[src/common/pdg_pkg.sv]
// Register map, field layout, reset values and serial-port states of the control slice
package pdg_pkg;

  // Register addresses on the serial port
  localparam logic [4:0] ADDR_VCO_BAND_AND_DRIVE      = 5'h08;
  localparam logic [4:0] ADDR_CLOCK_MULTIPLIER_SETUP  = 5'h09;
  localparam logic [4:0] ADDR_LOOP_FILTER_AND_TUNE    = 5'h0a;
  localparam logic [4:0] ADDR_INPHASE_GAIN_LOW        = 5'h0b;
  localparam logic [4:0] ADDR_INPHASE_GAIN_HIGH_PWR   = 5'h0c;
  localparam logic [4:0] ADDR_AUX_ONE_LEVEL_LOW       = 5'h0d;
  localparam logic [4:0] ADDR_AUX_ONE_LEVEL_HIGH_MODE = 5'h0e;
  localparam logic [4:0] ADDR_QUAD_GAIN_LOW           = 5'h0f;
  localparam logic [4:0] ADDR_QUAD_GAIN_HIGH_PWR      = 5'h10;

  // Writable bits of each register; reserved bits stay zero
  localparam logic [7:0] MASK_FULL      = 8'hff;
  localparam logic [7:0] MASK_LOOP_BW   = 8'h1f;
  localparam logic [7:0] MASK_GAIN_HIGH = 8'hc3;
  localparam logic [7:0] MASK_AUX_HIGH  = 8'he3;

  // Reset values
  localparam logic [7:0] RST_VCO_BAND_AND_DRIVE = 8'he7;  // Band 111001, strength 11
  localparam logic [7:0] RST_CLOCK_MULT_SETUP   = 8'h52;  // Off, divider 10, loop 10, bias 010
  localparam logic [7:0] RST_LOOP_FILTER        = 8'h1f;  // Bandwidth 11111
  localparam logic [7:0] RST_GAIN_LOW           = 8'hf9;
  localparam logic [7:0] RST_GAIN_HIGH_PWR      = 8'h01;
  localparam logic [7:0] RST_AUX_ONE            = 8'h00;

  // Field positions
  localparam int BAND_MSB      = 7;
  localparam int BAND_LSB      = 2;
  localparam int STRENGTH_MSB  = 1;
  localparam int PLL_EN_BIT    = 7;
  localparam int VCO_DIV_MSB   = 6;
  localparam int VCO_DIV_LSB   = 5;
  localparam int LOOP_DIV_MSB  = 4;
  localparam int LOOP_DIV_LSB  = 3;
  localparam int BIAS_MSB      = 2;
  localparam int LOOP_BW_MSB   = 4;
  localparam int SLEEP_BIT     = 7;
  localparam int PDN_BIT       = 6;
  localparam int SIGN_BIT      = 7;
  localparam int SINK_BIT      = 6;
  localparam int AUX_PDN_BIT   = 5;
  localparam int HIGH_MSB      = 1;

  // Divider ratio encodings: one code step doubles the ratio
  localparam logic [3:0] VCO_RATIO_BASE  = 4'h1;
  localparam logic [4:0] LOOP_RATIO_BASE = 5'h02;

  // Serial frame: instruction byte then one data byte, MSB first
  localparam int         READ_FLAG_BIT = 7;
  localparam int         ADDR_MSB      = 4;
  localparam logic [2:0] LAST_BIT      = 3'h7;
  localparam logic [2:0] CNT_ZERO      = 3'h0;
  localparam logic [2:0] CNT_ONE       = 3'h1;
  localparam logic [2:0] TUNE_ZERO     = 3'h0;
  localparam logic [7:0] BYTE_ZERO     = 8'h00;

  typedef enum logic [3:0] {
    PDG_ST_INSTR = 4'b0001,
    PDG_ST_WRITE = 4'b0010,
    PDG_ST_READ  = 4'b0100,
    PDG_ST_DONE  = 4'b1000
  } pdg_state_t;

endpackage

[src/pdg_regs.sv]
// Clock multiplier and converter gain control registers behind the 3-wire serial port
`timescale 1ns/1ps
`default_nettype none
// How it works
// - Band select field, reset 111001
// - Enable picks PLL or reference clock
// - Oscillator divider code gives 1/2/4/8
// - Loop divider code gives 2/4/8/16
// - Read-only tuning voltage monitor code
// - In-phase gain split across two bytes
// - In-phase sleep and power-down bits
// - First aux current word across two bytes
// - Aux sign selects positive or negative pin
// - Aux direction selects source or sink
// - Aux power-down switches it off
// - Quadrature gain split across two bytes
module pdg_regs
(
  input  wire logic       i_clk_sys,
  input  wire logic       i_nrst,
  input  wire logic       i_sclk,
  input  wire logic       i_csb_n,
  input  wire logic       i_sdio,
  input  wire logic [2:0] i_tuning_voltage_monitor,
  output logic            o_sdio,
  output logic            o_sdio_oe,
  output logic [5:0]      o_band_select,
  output logic [1:0]      o_oscillator_output_strength,
  output logic            o_clk_src_pll,
  output logic [3:0]      o_oscillator_output_divider,
  output logic [4:0]      o_loop_divider_ratio,
  output logic [2:0]      o_vco_bias,
  output logic [4:0]      o_loop_bandwidth,
  output logic [9:0]      o_inphase_gain,
  output logic            o_inphase_sleep,
  output logic            o_inphase_pdn,
  output logic [9:0]      o_first_aux_current_word,
  output logic            o_first_aux_positive_pin_active,
  output logic            o_first_aux_negative_pin_active,
  output logic            o_first_aux_sink,
  output logic            o_first_aux_on,
  output logic [9:0]      o_quadrature_gain,
  output logic            o_quadrature_sleep,
  output logic            o_quadrature_pdn
);
  import pdg_pkg::*;

  logic [2:0] sclk_sync_ff;
  logic [1:0] csb_sync_ff;
  logic [1:0] sdio_sync_ff;
  logic [2:0] tune_s1_ff;
  logic [2:0] tune_s2_ff;
  pdg_state_t state_ff;
  pdg_state_t nxt_state;
  logic [2:0] cnt_ff;
  logic [7:0] shift_ff;
  logic [4:0] addr_ff;
  logic [7:0] r08_ff;
  logic [7:0] r09_ff;
  logic [7:0] r0a_ff;
  logic [7:0] r0b_ff;
  logic [7:0] r0c_ff;
  logic [7:0] r0d_ff;
  logic [7:0] r0e_ff;
  logic [7:0] r0f_ff;
  logic [7:0] r10_ff;
  logic [3:0] vco_ratio_ff;
  logic [4:0] loop_ratio_ff;
  logic       aux_pos_ff;
  logic       aux_neg_ff;
  logic       aux_on_ff;
  logic       sdio_oe_ff;

  // Pins are asynchronous to the system clock: two flops before use
  // The serial clock must hold each level for at least four system clocks
  always_ff @(posedge i_clk_sys or negedge i_nrst)
  begin
    if (!i_nrst)
    begin
      sclk_sync_ff <= CNT_ZERO;
      csb_sync_ff  <= 2'h3;  // Deselected, matching the idle pin
      sdio_sync_ff <= 2'h0;
    end
    else
    begin
      sclk_sync_ff <= {sclk_sync_ff[1:0], i_sclk};  // Third stage only for edge detect
      csb_sync_ff  <= {csb_sync_ff[0], i_csb_n};
      sdio_sync_ff <= {sdio_sync_ff[0], i_sdio};
    end
  end

  // Monitor code synchroniser; the bits are not gray coded, so a read taken while
  // the code moves may show a mix for one sample, harmless for a slow analog readout
  always_ff @(posedge i_clk_sys or negedge i_nrst)
  begin
    if (!i_nrst)
    begin
      tune_s1_ff <= TUNE_ZERO;
      tune_s2_ff <= TUNE_ZERO;
    end
    else
    begin
      tune_s1_ff <= i_tuning_voltage_monitor;
      tune_s2_ff <= tune_s1_ff;
    end
  end

  // Serial clock edges, seen from synchronised copies only
  wire sclk_rise  = sclk_sync_ff[1] & ~sclk_sync_ff[2];
  wire sclk_fall  = ~sclk_sync_ff[1] & sclk_sync_ff[2];
  wire frame_off  = csb_sync_ff[1];
  wire sdio_bit   = sdio_sync_ff[1];
  wire last_bit   = (cnt_ff == LAST_BIT);
  wire [7:0] shift_in = {shift_ff[6:0], sdio_bit};
  wire instr_done = (state_ff == PDG_ST_INSTR) && sclk_rise && last_bit;
  wire is_read    = shift_in[READ_FLAG_BIT];
  wire write_done = (state_ff == PDG_ST_WRITE) && sclk_rise && last_bit;

  // Read data mux; unmapped addresses and reserved bits read zero
  wire [4:0] rd_addr = shift_in[ADDR_MSB:0];
  logic [7:0] rd_data;
  always_comb
  begin
    case (rd_addr)
      ADDR_VCO_BAND_AND_DRIVE:      rd_data = r08_ff;
      ADDR_CLOCK_MULTIPLIER_SETUP:  rd_data = r09_ff;
      ADDR_LOOP_FILTER_AND_TUNE:    rd_data = {tune_s2_ff, r0a_ff[LOOP_BW_MSB:0]};
      ADDR_INPHASE_GAIN_LOW:        rd_data = r0b_ff;
      ADDR_INPHASE_GAIN_HIGH_PWR:   rd_data = r0c_ff;
      ADDR_AUX_ONE_LEVEL_LOW:       rd_data = r0d_ff;
      ADDR_AUX_ONE_LEVEL_HIGH_MODE: rd_data = r0e_ff;
      ADDR_QUAD_GAIN_LOW:           rd_data = r0f_ff;
      ADDR_QUAD_GAIN_HIGH_PWR:      rd_data = r10_ff;
      default:                      rd_data = BYTE_ZERO;
    endcase
  end

  // Frame sequencing; a raised chip select abandons any partial frame
  always_comb
  begin
    nxt_state = state_ff;
    case (state_ff)
      PDG_ST_INSTR:
        if (instr_done)
          nxt_state = is_read ? PDG_ST_READ : PDG_ST_WRITE;
      PDG_ST_WRITE:
        if (sclk_rise && last_bit)
          nxt_state = PDG_ST_DONE;
      PDG_ST_READ:
        if (sclk_rise && last_bit)
          nxt_state = PDG_ST_DONE;
      PDG_ST_DONE:
        nxt_state = PDG_ST_DONE;  // Bits past the sixteenth wait here for chip select high
      default:
        nxt_state = PDG_ST_INSTR;
    endcase
    if (frame_off)
      nxt_state = PDG_ST_INSTR;
  end

  // Sequencer state and readback drive enable
  always_ff @(posedge i_clk_sys or negedge i_nrst)
  begin
    if (!i_nrst)
    begin
      state_ff   <= PDG_ST_INSTR;
      sdio_oe_ff <= 1'b0;
    end
    else
    begin
      state_ff   <= nxt_state;
      sdio_oe_ff <= (nxt_state == PDG_ST_READ);  // Drive only in the data phase of a read
    end
  end

  // Bit counter; wraps after the instruction byte so it also marks the data byte's end
  always_ff @(posedge i_clk_sys or negedge i_nrst)
  begin
    if (!i_nrst)
      cnt_ff <= CNT_ZERO;
    else if (frame_off)
      cnt_ff <= CNT_ZERO;
    else if (sclk_rise)
      cnt_ff <= cnt_ff + CNT_ONE;
  end

  // Shift conditions named so the clocked block below only selects
  wire       shift_capture = sclk_rise && (state_ff == PDG_ST_INSTR || state_ff == PDG_ST_WRITE);
  wire       shift_out     = sclk_fall && (state_ff == PDG_ST_READ) && (cnt_ff != CNT_ZERO);
  wire [7:0] load_byte     = is_read ? rd_data : BYTE_ZERO;

  // Shift register: instruction and write bits in on rises, read bits out on falls
  always_ff @(posedge i_clk_sys or negedge i_nrst)
  begin
    if (!i_nrst)
    begin
      shift_ff <= BYTE_ZERO;
      addr_ff  <= 5'h00;
    end
    else if (instr_done)
    begin
      addr_ff  <= rd_addr;
      shift_ff <= load_byte;  // MSB out before the first read edge
    end
    else if (shift_capture)
      shift_ff <= shift_in;  // Instruction bits shift in as well as write data
    else if (shift_out)
      shift_ff <= {shift_ff[6:0], 1'b0};  // Change on falling edge, host samples on rising
  end

  // Write strobes per register
  // Strobes fire once, on the sixteenth rise; later bits wait for chip select high
  wire we_08 = write_done && (addr_ff == ADDR_VCO_BAND_AND_DRIVE);
  wire we_09 = write_done && (addr_ff == ADDR_CLOCK_MULTIPLIER_SETUP);
  wire we_0a = write_done && (addr_ff == ADDR_LOOP_FILTER_AND_TUNE);
  wire we_0b = write_done && (addr_ff == ADDR_INPHASE_GAIN_LOW);
  wire we_0c = write_done && (addr_ff == ADDR_INPHASE_GAIN_HIGH_PWR);
  wire we_0d = write_done && (addr_ff == ADDR_AUX_ONE_LEVEL_LOW);
  wire we_0e = write_done && (addr_ff == ADDR_AUX_ONE_LEVEL_HIGH_MODE);
  wire we_0f = write_done && (addr_ff == ADDR_QUAD_GAIN_LOW);
  wire we_10 = write_done && (addr_ff == ADDR_QUAD_GAIN_HIGH_PWR);

  // Register file; reserved bits are masked so they always read zero
  // Each byte lands alone, so a 10-bit word shows mixed halves between its two writes
  always_ff @(posedge i_clk_sys or negedge i_nrst)
  begin
    if (!i_nrst)
    begin
      r08_ff <= RST_VCO_BAND_AND_DRIVE;
      r09_ff <= RST_CLOCK_MULT_SETUP;
      r0a_ff <= RST_LOOP_FILTER;
      r0b_ff <= RST_GAIN_LOW;
      r0c_ff <= RST_GAIN_HIGH_PWR;
      r0d_ff <= RST_AUX_ONE;
      r0e_ff <= RST_AUX_ONE;
      r0f_ff <= RST_GAIN_LOW;
      r10_ff <= RST_GAIN_HIGH_PWR;
    end
    else
    begin
      if (we_08) r08_ff <= shift_in & MASK_FULL;
      if (we_09) r09_ff <= shift_in & MASK_FULL;
      if (we_0a) r0a_ff <= shift_in & MASK_LOOP_BW;
      if (we_0b) r0b_ff <= shift_in & MASK_FULL;
      if (we_0c) r0c_ff <= shift_in & MASK_GAIN_HIGH;
      if (we_0d) r0d_ff <= shift_in & MASK_FULL;
      if (we_0e) r0e_ff <= shift_in & MASK_AUX_HIGH;
      if (we_0f) r0f_ff <= shift_in & MASK_FULL;
      if (we_10) r10_ff <= shift_in & MASK_GAIN_HIGH;
    end
  end

  // Decoded controls get their own flops so every output is a flop; one cycle behind
  // Their reset values derive from the register defaults so the two never disagree
  always_ff @(posedge i_clk_sys or negedge i_nrst)
  begin
    if (!i_nrst)
    begin
      vco_ratio_ff  <= VCO_RATIO_BASE << RST_CLOCK_MULT_SETUP[VCO_DIV_MSB:VCO_DIV_LSB];
      loop_ratio_ff <= LOOP_RATIO_BASE << RST_CLOCK_MULT_SETUP[LOOP_DIV_MSB:LOOP_DIV_LSB];
      aux_pos_ff    <= ~RST_AUX_ONE[SIGN_BIT];
      aux_neg_ff    <= RST_AUX_ONE[SIGN_BIT];
      aux_on_ff     <= ~RST_AUX_ONE[AUX_PDN_BIT];
    end
    else
    begin
      vco_ratio_ff  <= VCO_RATIO_BASE << r09_ff[VCO_DIV_MSB:VCO_DIV_LSB];
      loop_ratio_ff <= LOOP_RATIO_BASE << r09_ff[LOOP_DIV_MSB:LOOP_DIV_LSB];
      aux_pos_ff    <= ~r0e_ff[SIGN_BIT];
      aux_neg_ff    <= r0e_ff[SIGN_BIT];
      aux_on_ff     <= ~r0e_ff[AUX_PDN_BIT];
    end
  end

  // Static control outputs
  // All come straight from flops, so the analog side never sees decode glitches
  assign o_sdio                          = shift_ff[READ_FLAG_BIT];
  assign o_sdio_oe                       = sdio_oe_ff;
  assign o_band_select                   = r08_ff[BAND_MSB:BAND_LSB];
  assign o_oscillator_output_strength    = r08_ff[STRENGTH_MSB:0];
  assign o_clk_src_pll                   = r09_ff[PLL_EN_BIT];
  assign o_oscillator_output_divider     = vco_ratio_ff;
  assign o_loop_divider_ratio            = loop_ratio_ff;
  assign o_vco_bias                      = r09_ff[BIAS_MSB:0];
  assign o_loop_bandwidth                = r0a_ff[LOOP_BW_MSB:0];
  assign o_inphase_gain                  = {r0c_ff[HIGH_MSB:0], r0b_ff};
  assign o_inphase_sleep                 = r0c_ff[SLEEP_BIT];
  assign o_inphase_pdn                   = r0c_ff[PDN_BIT];
  assign o_first_aux_current_word        = {r0e_ff[HIGH_MSB:0], r0d_ff};
  assign o_first_aux_positive_pin_active = aux_pos_ff;
  assign o_first_aux_negative_pin_active = aux_neg_ff;
  assign o_first_aux_sink                = r0e_ff[SINK_BIT];
  assign o_first_aux_on                  = aux_on_ff;
  assign o_quadrature_gain               = {r10_ff[HIGH_MSB:0], r0f_ff};
  assign o_quadrature_sleep              = r10_ff[SLEEP_BIT];
  assign o_quadrature_pdn                = r10_ff[PDN_BIT];

endmodule
`default_nettype wire

[config.mk]
export PLATFORM = sky130hd
export DESIGN_NAME = pdg_regs
export DESIGN_NICKNAME = d
export VERILOG_FILES = /design/src/common/pdg_pkg.sv /design/src/pdg_regs.sv
export SDC_FILE = /design/constraint.sdc
export NUM_CORES = 1
export LEC_CHECK = 0
export BUFFER_PORTS_ARGS = -buffer_cell sky130_fd_sc_hd__buf_2
export CELL_PAD_IN_SITES_DETAIL_PLACEMENT = 0
export CELL_PAD_IN_SITES_GLOBAL_PLACEMENT = 1
export CORE_UTILIZATION = 30
export CTS_CLUSTER_SIZE = 30
export DETAILED_ROUTE_END_ITERATION = 8
export PLACE_DENSITY = 0.64
export REMOVE_ABC_BUFFERS = 1
export SLEW_MARGIN = 15
export SYNTH_ARGS = -nofsm -noshare
export SYNTH_HDL_FRONTEND = slang
export SYNTH_SLANG_ARGS = --single-unit
[constraint.sdc]
create_clock -name i_clk_sys -period 3.05 [get_ports i_clk_sys]
set_clock_uncertainty 0.2 [all_clocks]
set_input_delay 0.4575 -clock i_clk_sys [delete_from_list [all_inputs] [get_ports i_clk_sys]]
set_output_delay 0.4575 -clock i_clk_sys [all_outputs]
set_load 0.005 [all_outputs]
Yosys cells after proc, flatten, opt, wreduce, memory -nomap -nowiden

Index checks and enable logic that the tools add are counted.
W data, S select, Z words.

Add/sub/neg operators: 1
$mul: 0
Divide/modulo/power cells: 0
Magnitude comparators: 0
Equal/unequal tests: 24
Shifts and indexed selects: 2
Multiplexer cells: 12
Bitwise logic cells: 6
Reduce and logical (&&, ||, !) cells: 22

Operators with widths:

| cell                  | count |
|---|---|
| $eq A5 B4 Y1 const B  | 16 |
| $pmux W8 S9           | 1 |
| $mux W8               | 4 |
| $logic_and A1 B1 Y1   | 17 |
| $mux W4               | 3 |
| $pmux W4 S3           | 1 |
| $eq A5 B5 Y1 const B  | 2 |
| $mux W3               | 3 |
| $eq A4 B3 Y1 const B  | 2 |
| $reduce_bool A3 Y1    | 2 |
| $shl A2 B2 Y5 const A | 1 |
| $eq A4 B1 Y1 const B  | 1 |
| $eq A4 B2 Y1 const B  | 1 |
| $eq A4 B4 Y1 const B  | 1 |
| $not A1 Y1            | 4 |
| $shl A1 B2 Y4 const A | 1 |
| $add A3 B1 Y3 const B | 1 |
| $eq A3 B3 Y1 const B  | 1 |
| $and A1 B1 Y1         | 2 |
| $reduce_bool A2 Y1    | 1 |
| $reduce_or A2 Y1      | 1 |
| $logic_or A1 B1 Y1    | 1 |

Register bits after elaboration: 104
Bits in latches: 0
Memory bits (writable): 0
Bits in read-only memories: 0
Input bits: 8
Output and inout bits: 66
Memories kept: 0

Longest topological paths before layout

Depth in word-level cells: 8
Mapped depth: 7

Worst setup path after synthesis

OpenSTA, ideal clock, no wires.

Kind: register to register
From: register cnt_ff[0]
To: register r0e_ff[0]
Setup time: 0.125 ns
Arrival: 1.835 ns
Data required time: 2.725 ns
Path slack: 0.890 ns
Stages on the path, launching flop included: 7
Path buffers: 0
Clock period less this slack: 2.160 ns
Cell sequence: dfrtp_1 ha_1 ha_1 and3b_1 nand4_2 nor3b_2 mux2_2

Word-level cells in the longest chain between the ends: 3

Ends and longest elaborated chain:

| element                | RTL line        | RTL |
|---|---|---|
| start, declared        | pdg_regs.sv:55  | `logic [2:0] cnt_ff;` |
| start signal, assigned | pdg_regs.sv:184 | `cnt_ff <= cnt_ff + CNT_ONE;` |
| $eq A3 B3 Y1           | pdg_regs.sv:113 | `wire last_bit = (cnt_ff == LAST_BIT);` |
| $logic_and A1 B1 Y1    | pdg_regs.sv:117 | `wire write_done = (state_ff == PDG_ST_WRITE) && sclk_rise && last_bit;` |
| $logic_and A1 B1 Y1    | pdg_regs.sv:219 | `wire we_0e = write_done && (addr_ff == ADDR_AUX_ONE_LEVEL_HIGH_MODE);` |
| end signal, assigned   | pdg_regs.sv:247 | `if (we_0e) r0e_ff <= shift_in & MASK_AUX_HIGH;` |
| end, declared          | pdg_regs.sv:64  | `logic [7:0] r0e_ff;` |

Every way passes these cells.
A chain may end at the register's enable or synchronous reset.

Worst setup path in the final report

From: register cnt_ff[0]
To: register r0d_ff[7]

Word-level cells in the longest chain between the ends: 3

Ends and longest elaborated chain:

| element              | RTL line        | RTL |
|---|---|---|
| $eq A3 B3 Y1         | pdg_regs.sv:113 |  |
| $logic_and A1 B1 Y1  | pdg_regs.sv:117 |  |
| $logic_and A1 B1 Y1  | pdg_regs.sv:218 | `wire we_0d = write_done && (addr_ff == ADDR_AUX_ONE_LEVEL_LOW);` |
| end signal, assigned | pdg_regs.sv:246 | `if (we_0d) r0d_ff <= shift_in & MASK_FULL;` |
| end, declared        | pdg_regs.sv:63  | `logic [7:0] r0d_ff;` |

Every way passes these cells.

==> results.txt <==
Of the cells placed in the final design, the portion with a size suffix greater than 1 is 0.4811. The number of remaining DRC errors is 0. The top fanout value on the critical path came out at 8. The first global-routing pass estimated 18,140 um of wire. The count of input and output buffers is 72. The die is 126.9 um tall. The most area-hungry cell type in the Yosys netlist is sky130_fd_sc_hd__dfrtp_1. The count of cells resized by post-cts repair is 0. The count of yosys warnings during synthesis is 0. The worst hold path belongs to the class reg -> reg. After synthesis, the cell types taking the most area are sky130_fd_sc_hd__dfrtp_1 (36%), sky130_fd_sc_hd__dfstp_2 (20%), sky130_fd_sc_hd__mux2_2 (15%).

After the first detailed-routing iteration, the DRC count stood at about 120. The layout-stage area growth over the synthesis result is 18.67%. The average detailed-routed wire length per instance came out at between 15 and 20 um. Setup violations remaining at the end of the flow were counted as 0. The number of maximum-capacitance violations came out at 0. The met3 track utilization from global routing is 0.02362. The number of buffers and inverters on the critical path is 0. The pin count of the biggest net entering global routing came out at 56. The via count of the first global-routing pass is 3,211.

The mean number of vias per cell came out at 4.908. The total wire length came out at 11,260 um. The number of vias after detailed routing came out at around 3,000. The maximum frequency from static timing analysis came out at 388.8 MHz. The count of filler cells inserted in the layout came out at between 1,000 and 1,500. The clock tree from TritonCTS is yes. By area, the combinational part of the netlist is dominated by multiplexers. The number of slew-limit violations in the final report was 0. STA classifies the critical path startpoint as a flip-flop. The global routing usage on met2 came out at 0.2440.

Data on the critical path arrives at its endpoint at between 2 and 3 ns. The slowest stage of the critical path belongs to the cell sky130_fd_sc_hd__and3_1. Setup repair after global routing left no endpoint under its margin. The flip-flop and latch count after synthesis came out at just over 100. STA classifies the critical path endpoint as a flip-flop. The placed cell count came out at 589. Walking the worst path, the cells encountered are ha_1, ha_1, and3b_1, and4b_1, and3_1, mux2_2.

The complex-gate fraction of the synthesized area came out at 0.07080. The cell family contributing the most delay on the critical path is simple AND/OR/NAND/NOR gates. For the final routed database, the setup TNS stands at 0 ns. The starting utilization of the core area came out at 0.3081.

The max-slew headroom at the worst pin came out at 0.5784. Pin placement for this block handled 74 I/O pins. Once layout is complete, the cells apart from fillers number 612.

The maximum single-stage delay on the critical path is around 0.54 ns. The area of the mapped netlist is between 0.004 and 0.005 mm^2. The clock drives about 100 sinks. The final number of hold-violating endpoints came to 0. The power per cell area came out at 489.4 mW/mm^2.

By startpoint and endpoint, the worst setup path is classified as reg -> reg. The final layout contains about 430 nets. The number of antenna repair diodes is 0. Of the total synthesized cell area, the portion taken by full adders, half adders and majority gates is 0.01069. The required time of the critical path came out at 3.09 ns. The clock slew seen by the registers of the worst setup and hold paths is 0.07 ns. The core region is 0.01520 mm^2. The total leakage power is approximately 2.6 nW. The H-tree depth is 3. At the end of routability-driven placement, the weighted congestion stood at 0.7700. The share of flip-flops with an asynchronous set or reset came out at 1.000. The mean instance size in the synthesized netlist came out at roughly 13 um^2. The basic-gate share of the synthesized area counting and, or, nand and nor cells came out at 0.1013. After synthesis, the netlist uses 56 different library cells.

The maximum vdd ir drop came out at 0.2059 mV. The mux cell area share after synthesis is 0.2129. Of the total synthesized cell area, the portion taken by XOR and XNOR cells is 0.005610. After global routing, the most crowded layer is met2. The number of placement rows came out at 45. The dominant cell by count in the synthesized netlist is sky130_fd_sc_hd__dfrtp_1.

The number of flops mapped to enable cells by yosys is 0. The most used flip-flop cell after synthesis is sky130_fd_sc_hd__dfrtp_1. The number of buffers added by the clock tree synthesis step is 9. The insertion delay of the later-clocked pin in the worst-skew pair came out at 0.35 ns. The total routing resource utilization after global routing came out at 0.1503.

The remaining global-route overflow came out at 0. The initial antenna violation count is 0. The cell occurring most often along the worst timing path is sky130_fd_sc_hd__ha_1. Of the post-synthesis cell area, the dominant cell type holds 0.3633.

The post-synthesis instance total came out at between 300 and 400. The reg-to-reg setup timing slack is 0.48 ns. For this run, global-route usage on met1 was measured as 0.1957. The root buffer cell chosen for the clock tree is sky130_fd_sc_hd__clkbuf_16.

By count the netlist is led by sky130_fd_sc_hd__dfrtp_1 (68), sky130_fd_sc_hd__mux2_2 (61), sky130_fd_sc_hd__dfstp_2 (35). The minimum clock period after layout came out at 2.572 ns. Of the available clock period, the critical path in the final layout requires 0.8433. Before antenna repair, the detailed router went through 4 iterations. Measured along the x axis, the die boundary spans 126.9 um. The share of synthesized area occupied by flip-flops and latches is 0.5597.

The post-detailed-placement half-perimeter wirelength is 8085 um. The flow ran to the end, and the final reports show no timing, DRC or antenna violations. In this run the remaining antenna-violating nets after routing total 0. The overall die area is 0.01612 mm^2. The clock passes through at most 2 buffers. For the pin with the worst max-slew slack, the measured transition is 0.6323 ns.
## path summary, 6_finish.rpt
path	start	to	cells after the start
worst max-delay path	cnt_ff[0]	r0d_ff[7]	6
worst min-delay path	sclk_sync_ff[0]	sclk_sync_ff[1]	0
worst max register to register	cnt_ff[0]	r0d_ff[7]	6
worst min register to register	sclk_sync_ff[0]	sclk_sync_ff[1]	0
max in group asynchronous	i_nrst	r0f_ff[7]	3
min in group asynchronous	i_nrst	sdio_sync_ff[0]	2
## repair_timing
| action | 4_1_cts | 5_1_grt |
|---|---|---|
| hold buffers | 7 | 0 |
| setup buffers | 0 | 0 |
| endpoints found under the hold margin | 30 | 0 |
## stage by stage
step	util	cell area, um^2	total power [mW]	setup WS, ns	hold slack, ns
3_3_place_gp	0.3430	5214	1.666	0.4764	0.1324
6_report	0.3656	5558	2.720	0.4780	0.1488
5_1_grt	0.3656	5558	2.829	0.3125	0.1528
3_5_place_dp	0.3430	5214	1.669	0.4814	0.1347
2_1_floorplan	-	4531	1.556	0.8548	-0.03809
4_1_cts	0.3656	5558	2.769	0.4323	0.1508
## report_power, final
| part | internal, mW | switching, mW |
|---|---|---|
| sequential | 1.40 | 0.0688 |
| clock | 0.556 | 0.516 |
| combinational | 0.0790 | 0.103 |
## sequential cells by signal, indices dropped and copies added (netlist names), 4 cells and up
| name | flops |
|---|---|
| r08_ff | 8 |
| r09_ff | 8 |
| r0b_ff | 8 |
| r0d_ff | 8 |
| r0f_ff | 8 |
| shift_ff | 8 |
| addr_ff | 5 |
| r0a_ff | 5 |
| r0e_ff | 5 |
| o_loop_divider_ratio | 4 |
| o_oscillator_output_divider | 4 |
| r0c_ff | 4 |
| r10_ff | 4 |
| state_ff | 4 |
## worst reg2reg max path, delay by kind of cell (launching register included)
family / cells / cell delay, ns
adder cells (fa/ha/maj): 2 / 0.35
flip-flops: 1 / 0.40
multiplexers: 1 / 0.40
AND/OR/NAND/NOR: 3 / 1.10
## kinds of logic after synthesis
family,Yosys count
AOI/OAI and AO/OA,46
xor gates and xnor gates,3
adders and majority gates,4
buffers and inverters,37
DFF,103
muxes,87
other,1
and+or+nand+nor,70
## cells in the final DEF, fill, tap and decap left out, drive strengths merged, types with 3 or more instances in the layout
cell	n
dlygate4sd3	7
a211oi	5
o32ai	3
o211ai	8
mux2i	22
o21ai	7
mux2	61
dfstp	35
nor3	5
buf	80
and2	3
nand2b	3
nor2	15
nor2b	9
ha	4
a21oi	4
clkbuf	10
or4b	3
nand2	7
nor4	3
o22ai	5
a221oi	4
clkinvlp	3
a2bb2oi	4
inv	8
nand3b	4
dfrtp	68
nor3b	3
mux4	4
## routing by layer
| metal | vias up | wire [um] | share of wire |
|---|---|---|---|
| met5 | - | 0 | 0 |
| met1 | 1525 | 5227 | 0.46 |
| li1 | 1411 | - | - |
| met2 | 55 | 5431 | 0.48 |
| met4 | 0 | 237 | 0.021 |
| met3 | 13 | 359 | 0.032 |
## area by class of cell
class                   instances  area (um^2)  share of cell area
well taps                     188        235.2             0.04232
clock buffers                  10        229.0             0.04120
flip-flops and latches        103         2621              0.4716
clock inverters                 6        45.04            0.008104
inverters                       7        26.28            0.004728
multi-input cells             211         1883              0.3388
repair buffers                 87        518.0             0.09320
No activity file was read; power rests on OpenSTA's default activity.
